[src/include/tps_pkg.sv]
// timer0 prescaler and clock select constants and types
package tps_pkg;

  localparam logic [7:0] TPS_PSCV_ADDR  = 8'h0A;
  localparam logic [7:0] TPS_MODE_RESET = 8'h3F;
  localparam logic [7:0] TPS_PSC_RESET  = 8'hFF;
  localparam logic [7:0] TPS_TMR_RESET  = 8'h00;
  localparam logic [7:0] TPS_TMR_MAX    = 8'hFF;
  localparam logic [7:0] TPS_ZERO8      = 8'h00;
  localparam logic [7:0] TPS_ONE8       = 8'h01;
  localparam logic [3:0] TPS_EXP_ONE    = 4'h1;
  localparam int         TPS_PSC_BITS   = 8;

  typedef struct packed {
    logic       low_osc_source_select;
    logic       spare_storage_bit;
    logic       count_source_select;
    logic       count_edge_select;
    logic       prescale_to_watchdog;
    logic [2:0] prescale_ratio_select;
  } tps_mode_t;

  typedef enum logic [1:0] {
    TPS_SRC_INSTR = 2'b00,
    TPS_SRC_PIN   = 2'b01,
    TPS_SRC_LOSC  = 2'b10
  } tps_src_t;

endpackage

[src/hdl/tps_timer0.sv]
// timer0 with shared prescaler, source select and mode register
//
// Functional notes
// timer prescale ratio 2 to 256
// watchdog reset mode ratio 1 to 128
// watchdog interrupt mode ratio 2 to 256
// assignment bit one routes prescaler to watchdog
// software sets prescaler before enabling events
// edge bit one counts falling pin edges
// edge bit also applies to low oscillator
// source bits pick instr, pin, low oscillator
// bit six is plain storage only
// mode register via dedicated instructions only
// count view reads prescaler, resets ones
// timer counts only while enabled
// overflow sets flag, software clears it
// eight bit up counter wraps, flags once
// watchdog owns prescaler: timer undivided
module tps_timer0
  import tps_pkg::*;
(
  input  wire logic       core_clk_i,        // instruction clock
  input  wire logic       reset_i,           // async reset, active high
  input  wire logic       mode_wr_i,         // mode write instruction strobe
  input  wire logic [7:0] mode_wdata_i,      // mode write data
  input  wire logic       mode_rd_i,         // mode read instruction strobe
  output logic      [7:0] mode_rdata_o,      // mode read data
  input  wire logic       sfr_rd_i,          // f-page register read strobe
  input  wire logic [7:0] sfr_addr_i,        // f-page register address
  output logic      [7:0] sfr_rdata_o,       // f-page read data
  output logic            sfr_rvalid_o,      // f-page read data valid
  input  wire logic       ext_clk_pin_i,     // external count clock pin
  input  wire logic       low_osc_i,         // low-frequency oscillator
  input  wire logic       run_enable_i,      // timer0 run enable
  input  wire logic       wdt_int_mode_i,    // watchdog timeout interrupts
  input  wire logic       wdt_tick_i,        // watchdog base period tick
  input  wire logic       flag_clr_i,        // overflow flag clear strobe
  output logic      [7:0] timer_count_o,     // timer0 count
  output logic            overflow_flag_o,   // timer0 overflow flag
  output logic            wdt_timeout_o      // prescaled watchdog timeout
);

  //////////////////////////////////////////////////////////////////////////
  // state

  tps_mode_t  mode;
  tps_mode_t  next_mode;
  logic [7:0] psc_cnt;
  logic [7:0] next_psc_cnt;
  logic [7:0] timer;
  logic [7:0] next_timer;
  logic       flag;
  logic       next_flag;
  logic       wdt_to;
  logic       next_wdt_to;
  logic       pin_prev;
  logic       losc_prev;
  logic [7:0] mode_rdata;
  logic [7:0] next_mode_rdata;
  logic [7:0] sfr_rdata;
  logic [7:0] next_sfr_rdata;
  logic       sfr_rvalid;

  tps_src_t   src;
  logic       src_level;
  logic       src_prev;
  logic       src_evt;
  logic [3:0] div_exp;
  logic [7:0] div_mask;
  logic       psc_in;
  logic       psc_tick;
  logic       timer_inc;
  logic       flag_set;

  //////////////////////////////////////////////////////////////////////////
  // count source and edge select

  always_comb begin
    if (!mode.count_source_select) begin
      src = TPS_SRC_INSTR;
    end else if (mode.low_osc_source_select) begin
      src = TPS_SRC_LOSC;
    end else begin
      src = TPS_SRC_PIN;
    end
  end

  always_comb begin
    src_level = ext_clk_pin_i;
    src_prev  = pin_prev;
    src_evt   = 1'b1;
    case (src)
      TPS_SRC_INSTR: begin
        src_evt = 1'b1;
      end
      TPS_SRC_PIN, TPS_SRC_LOSC: begin
        if (src == TPS_SRC_LOSC) begin
          src_level = low_osc_i;
          src_prev  = losc_prev;
        end
        // falling edge when edge bit set, else rising
        if (mode.count_edge_select) begin
          src_evt = src_prev & ~src_level;
        end else begin
          src_evt = ~src_prev & src_level;
        end
      end
      default: begin
        src_evt = 1'b0;
      end
    endcase
  end

  //////////////////////////////////////////////////////////////////////////
  // shared prescaler

  always_comb begin
    if (!mode.prescale_to_watchdog) begin
      div_exp = {1'b0, mode.prescale_ratio_select} + TPS_EXP_ONE;
    end else if (wdt_int_mode_i) begin
      div_exp = {1'b0, mode.prescale_ratio_select} + TPS_EXP_ONE;
    end else begin
      div_exp = {1'b0, mode.prescale_ratio_select};
    end
  end

  // low bits that must roll to zero before a tick passes
  for (genvar i = 0; i < TPS_PSC_BITS; i++) begin : g_mask
    assign div_mask[i] = (4'(i) < div_exp);
  end

  always_comb begin
    psc_in       = mode.prescale_to_watchdog ? wdt_tick_i
                                             : (src_evt & run_enable_i);
    next_psc_cnt = psc_in ? psc_cnt + TPS_ONE8 : psc_cnt;
    psc_tick     = psc_in && ((next_psc_cnt & div_mask) == TPS_ZERO8);
  end

  //////////////////////////////////////////////////////////////////////////
  // timer0, overflow flag and watchdog timeout

  always_comb begin
    if (mode.prescale_to_watchdog) begin
      timer_inc = src_evt & run_enable_i;
    end else begin
      timer_inc = psc_tick;
    end
    next_timer  = timer_inc ? timer + TPS_ONE8 : timer;
    flag_set    = timer_inc && (timer == TPS_TMR_MAX);
    next_flag   = flag_set | (flag & ~flag_clr_i);
    next_wdt_to = mode.prescale_to_watchdog & psc_tick;
  end

  //////////////////////////////////////////////////////////////////////////
  // mode register and read ports

  always_comb begin
    next_mode       = mode;
    next_mode_rdata = mode_rdata;
    next_sfr_rdata  = sfr_rdata;
    if (mode_wr_i) begin
      next_mode = tps_mode_t'(mode_wdata_i);
    end
    if (mode_rd_i) begin
      next_mode_rdata = mode;
    end
    if (sfr_rd_i) begin
      if (sfr_addr_i == TPS_PSCV_ADDR) begin
        next_sfr_rdata = psc_cnt;
      end else begin
        next_sfr_rdata = TPS_ZERO8;
      end
    end
  end

  always_ff @(posedge core_clk_i or posedge reset_i) begin
    if (reset_i) begin
      mode       <= tps_mode_t'(TPS_MODE_RESET);
      psc_cnt    <= TPS_PSC_RESET;
      timer      <= TPS_TMR_RESET;
      flag       <= 1'b0;
      wdt_to     <= 1'b0;
      pin_prev   <= 1'b0;
      losc_prev  <= 1'b0;
      mode_rdata <= TPS_ZERO8;
      sfr_rdata  <= TPS_ZERO8;
      sfr_rvalid <= 1'b0;
    end else begin
      mode       <= next_mode;
      psc_cnt    <= next_psc_cnt;
      timer      <= next_timer;
      flag       <= next_flag;
      wdt_to     <= next_wdt_to;
      pin_prev   <= ext_clk_pin_i;
      losc_prev  <= low_osc_i;
      mode_rdata <= next_mode_rdata;
      sfr_rdata  <= next_sfr_rdata;
      sfr_rvalid <= sfr_rd_i;
    end
  end

  assign mode_rdata_o    = mode_rdata;
  assign sfr_rdata_o     = sfr_rdata;
  assign sfr_rvalid_o    = sfr_rvalid;
  assign timer_count_o   = timer;
  assign overflow_flag_o = flag;
  assign wdt_timeout_o   = wdt_to;
endmodule

[config.mk]
export PLATFORM = sky130hd
export DESIGN_NAME = tps_timer0
export DESIGN_NICKNAME = d
export VERILOG_FILES = /design/src/include/tps_pkg.sv /design/src/hdl/tps_timer0.sv
export SDC_FILE = /design/constraint.sdc
export NUM_CORES = 1
export LEC_CHECK = 0
export ABC_AREA = 1
export BUFFER_PORTS_ARGS = -buffer_cell sky130_fd_sc_hd__buf_2
export CAP_MARGIN = 10
export CORE_MARGIN = 5
export CORE_UTILIZATION = 50
export CTS_CLUSTER_DIAMETER = 30
export CTS_CLUSTER_SIZE = 8
export DETAILED_ROUTE_END_ITERATION = 8
export PLACE_DENSITY = 0.87
export SLEW_MARGIN = 20
export SYNTH_ARGS = -nofsm -noshare
export SYNTH_HDL_FRONTEND = slang
export SYNTH_SLANG_ARGS = --single-unit
[constraint.sdc]
create_clock -name core_clk_i -period 2.76 [get_ports core_clk_i]
set_input_delay 0.552 -clock core_clk_i [delete_from_list [all_inputs] [get_ports core_clk_i]]
set_output_delay 0.552 -clock core_clk_i [all_outputs]
set_load 0.01 [all_outputs]
==> impl_summary.log <==
INFO  metric status = completed
INFO  metric critPathSlowestCell = sky130_fd_sc_hd__dfstp_2
INFO  metric regToRegStartpoint = mode[5]
INFO  metric yosys_most_used_dff = sky130_fd_sc_hd__dfrtp_1
INFO  metric worst-r2r-setup-slack = 0.31 ns
INFO  metric power.static_leakage = 0.00150 uW
INFO  metric report.final.slew_viol_count = 0
INFO  metric timing.setup.critical_path_class = reg -> reg
INFO  metric cts-htree-levels = 2
INFO  metric totalPowerFinal = 1980 uW
INFO  metric avgViaCountPerCell = 5.03
INFO  metric detail_route.drc_violations = 0
INFO  metric grt_first_pass_wirelength = 8180 um
INFO  metric cts_root_buffer = sky130_fd_sc_hd__clkbuf_8
INFO  metric initial_core_util = 0.509
INFO  metric timing.critical_path.to_type = register
INFO  metric tritoncts = built
INFO  metric critical_path.cell_chain = inv_1 -> nor2_1 -> inv_1 -> ha_1 -> nand2_2 -> nand2_2 -> nand3_4 -> nand2_4 -> nand2_1 -> nand3_1 -> nand2_1 -> nor2_2 -> nand2_2 -> nand2_4 -> nand2_4 -> nand2_1 -> nand2_1
INFO  metric design.core.area = 4690 um^2
INFO  metric portBuffers = 53
INFO  metric wl_per_cell = 11.7 um
INFO  metric post-synth-top-area-cell = sky130_fd_sc_hd__dfrtp_1
INFO  metric timing.final.crit_period = 2.45 ns
INFO  metric hold_path.class = in -> async
INFO  metric cp.required = 2.96 ns
INFO  metric synthesis.area = 2390 um^2
INFO  metric number_of_enable_type_register_cells_in_the_synthesized_netlist = 0
INFO  metric initial_antenna_violation_count = 0
INFO  metric finalClockSkew = 0.00743 ns
INFO  metric cts_num_sinks = 45
INFO  metric die_height = 79.1 um
INFO  metric rr_worst_depth = 17
INFO  metric nets_finish = 378
INFO  metric via_count = 2017
INFO  metric capture_instance_of_the_worst_register_to_register_path = timer_count_o[5]
INFO  metric power-per-cell-area = 706 nW/um^2
INFO  metric hold_ws = 0.311 ns
INFO  metric floorplan.io_pins = 54
INFO  metric max-vdd-ir-drop = 0.368 mV
INFO  metric cp_data_arrival_time = 2.65 ns
INFO  metric post_route_cells_drive_above_1_share = 0.282
INFO  metric final-hold-violation-count = 0
INFO  metric vias_in_the_first_global_route = 1901
INFO  metric synth.yosys.seq_area_share = 0.479
INFO  metric grt_overflow_total = 0
INFO  metric detailedRoute.firstPassIterationCount = 4
INFO  metric cts-root-to-sink-buffers = 2
INFO  metric yosysMostFrequentCell = sky130_fd_sc_hd__nand2_1
INFO  metric synth-warning-count = 0
INFO  metric grt_max_degree = 30
INFO  metric cts_setup_buffers = 0
INFO  metric cp_delay_by_family_top = simple AND/OR/NAND/NOR gates
INFO  metric core.rowCount = 25
INFO  metric die_area = 6260 um^2
INFO  metric cpPeakStageDelay = 0.59 ns
INFO  metric final-instance-count-excl-fill = 401
INFO  metric synth.net_count = 322
INFO  metric synthCells = 290
INFO  metric gp_congestion = 0.873
INFO  metric dpl.cell_count = 393
INFO  metric crit_end = timer_count_o[5]
INFO  metric gr-usage-all-layers = 0.163
INFO  metric clk_latency = 0.30 ns
INFO  metric flow.area_growth_from_synthesis = 17.2%
INFO  metric maxCapViolCount = 0
INFO  metric post_cts_hold_buffer_count = 0
INFO  metric yosys_register_bits = 45
INFO  metric drt_iter0_markers = 142
INFO  metric diodes = 0
INFO  metric slew_headroom = 0.599
INFO  metric most_common_library_cells_after_synthesis = 62 x sky130_fd_sc_hd__nand2_1, 43 x sky130_fd_sc_hd__inv_1, 37 x sky130_fd_sc_hd__nand3_1, 31 x sky130_fd_sc_hd__dfrtp_1
INFO  metric finish.utilization = 0.597
INFO  metric cp.depth = 17
INFO  metric achievable-frequency = 408 MHz
INFO  metric cell_occurring_most_often_along_the_worst_timing_path = sky130_fd_sc_hd__nand2_1
INFO  metric unrepaired_setup_endpoints_after_global_routing = no
INFO  metric worst_slew_pin_slew = 0.601 ns
INFO  metric timing.critical_path.buf_inv = 2
INFO  metric synthArstFlopShare = 1.00
INFO  metric netlist.area_leader.share = 0.325
INFO  metric post-route-period-util = 0.889
INFO  metric peak_fanout_along_the_critical_path = 10
INFO  metric floorplan.die.width = 79.1 um
INFO  metric synth.top_cells.by_area = sky130_fd_sc_hd__dfrtp_1 32%, sky130_fd_sc_hd__dfstp_2 15%, sky130_fd_sc_hd__nand2_1 9.7%
INFO  metric crit_path_start_kind = register
INFO  metric hpwl_after_dpl = 3600 um
INFO  metric drt_wl_total = 4690 um
INFO  metric drtAntennaViolNets = 0
INFO  metric tritoncts.num_buffers = 5
INFO  metric setup_viol = 0
INFO  metric setup-tns-final = 0 ns
INFO  metric worst_setup_hold_path_clk_slew = 0.09 ns
INFO  metric syn-mean-instance-area = 8.24 um^2
INFO  metric critical_path.startpoint = mode[5]
INFO  metric synth.distinct_cells = 28
INFO  metric cts.repair.resized = 0
-- cell usage in the layout, fill, tap and decap left out, types with 8 or more instances in the layout --
master / instances
sky130_fd_sc_hd__dfstp_2: 14
sky130_fd_sc_hd__and2_1: 8
sky130_fd_sc_hd__xor2_1: 10
sky130_fd_sc_hd__inv_1: 42
sky130_fd_sc_hd__o21ai_0: 9
sky130_fd_sc_hd__o22ai_1: 8
sky130_fd_sc_hd__nor2_1: 14
sky130_fd_sc_hd__buf_2: 53
sky130_fd_sc_hd__a21oi_1: 9
sky130_fd_sc_hd__dfrtp_1: 31
sky130_fd_sc_hd__nand2_2: 9
sky130_fd_sc_hd__nand3_1: 37
sky130_fd_sc_hd__nand2_1: 62
-- sequential cells by signal, indices dropped and copies added (netlist names) --
register	cells
losc_prev	1
mode_rdata_o	8
sfr_rvalid_o	1
mode	8
sfr_rdata_o	8
psc_cnt	8
wdt_timeout_o	1
overflow_flag_o	1
timer_count_o	8
pin_prev	1
-- metrics by stage --
step | setup WS [ns] | cell area (um^2)
after global placement | 0.422 | 2710
final | 0.306 | 2800
after CTS | 0.304 | 2800
after floorplan | 0.592 | 2390
after detailed placement | 0.322 | 2710
after global routing | 0.0706 | 2800
-- power breakdown --
part / total (uW) / internal (uW) / switching (uW)
registers: 932 / 813 / 119
clock network: 401 / 178 / 222
logic: 646 / 268 / 377
-- how the worst min path moves through the flow --
stage / start / endpoint / slack (ns) / depth (start not counted)
finish: reset_i / pin_prev / 0.31 / 2
CTS: ext_clk_pin_i / pin_prev / 0.37 / 1
detailed placement: overflow_flag_o / overflow_flag_o / 0.47 / 2
global placement: overflow_flag_o / overflow_flag_o / 0.46 / 2
floorplan: mode[6] / mode_rdata_o[6] / 0.48 / 2
global route: reset_i / mode_rdata_o[4] / 0.36 / 2
-- worst register-to-register path, cell delays in order, from the launching register on --
cell,delay (ns)
sky130_fd_sc_hd__dfstp_2,0.59
sky130_fd_sc_hd__inv_1,0.09
sky130_fd_sc_hd__nor2_1,0.13
sky130_fd_sc_hd__inv_1,0.07
sky130_fd_sc_hd__ha_1,0.29
sky130_fd_sc_hd__nand2_2,0.07
sky130_fd_sc_hd__nand2_2,0.08
sky130_fd_sc_hd__nand3_4,0.13
sky130_fd_sc_hd__nand2_4,0.15
sky130_fd_sc_hd__nand2_1,0.10
sky130_fd_sc_hd__nand3_1,0.07
sky130_fd_sc_hd__nand2_1,0.06
sky130_fd_sc_hd__nor2_2,0.09
sky130_fd_sc_hd__nand2_2,0.07
sky130_fd_sc_hd__nand2_4,0.12
sky130_fd_sc_hd__nand2_4,0.10
sky130_fd_sc_hd__nand2_1,0.09
sky130_fd_sc_hd__nand2_1,0.05
-- cells by family (layout without fill, tap and decap cells) --
group,Yosys count,in the layout,share of synthesized area
adders and majority gates,5,5,0.0262
buffers and inverters,52,109,0.0822
xor gates and xnor gates,13,13,0.0476
DFF,45,45,0.479
AOI/OAI and AO/OA,28,28,0.0670
and+or+nand+nor,147,147,0.298
-- cell type report --
type / count / area (um^2)
tap: 54 / 67.6
timing repair buffer: 55 / 280
inverter: 46 / 173
sequential: 45 / 1140
clock buffer: 6 / 72.6
clock inverter: 2 / 15.0
fill: 412 / 1890
multi-input combinational: 193 / 1050
-- metal layers --
metal,GRT usage,part of all wire
met2,0.268,0.46
met5,0,0
met3,0.0476,0.075
met1,0.208,0.45
met4,0.0498,0.014
Note: power is estimated with default switching activity, not from simulation.
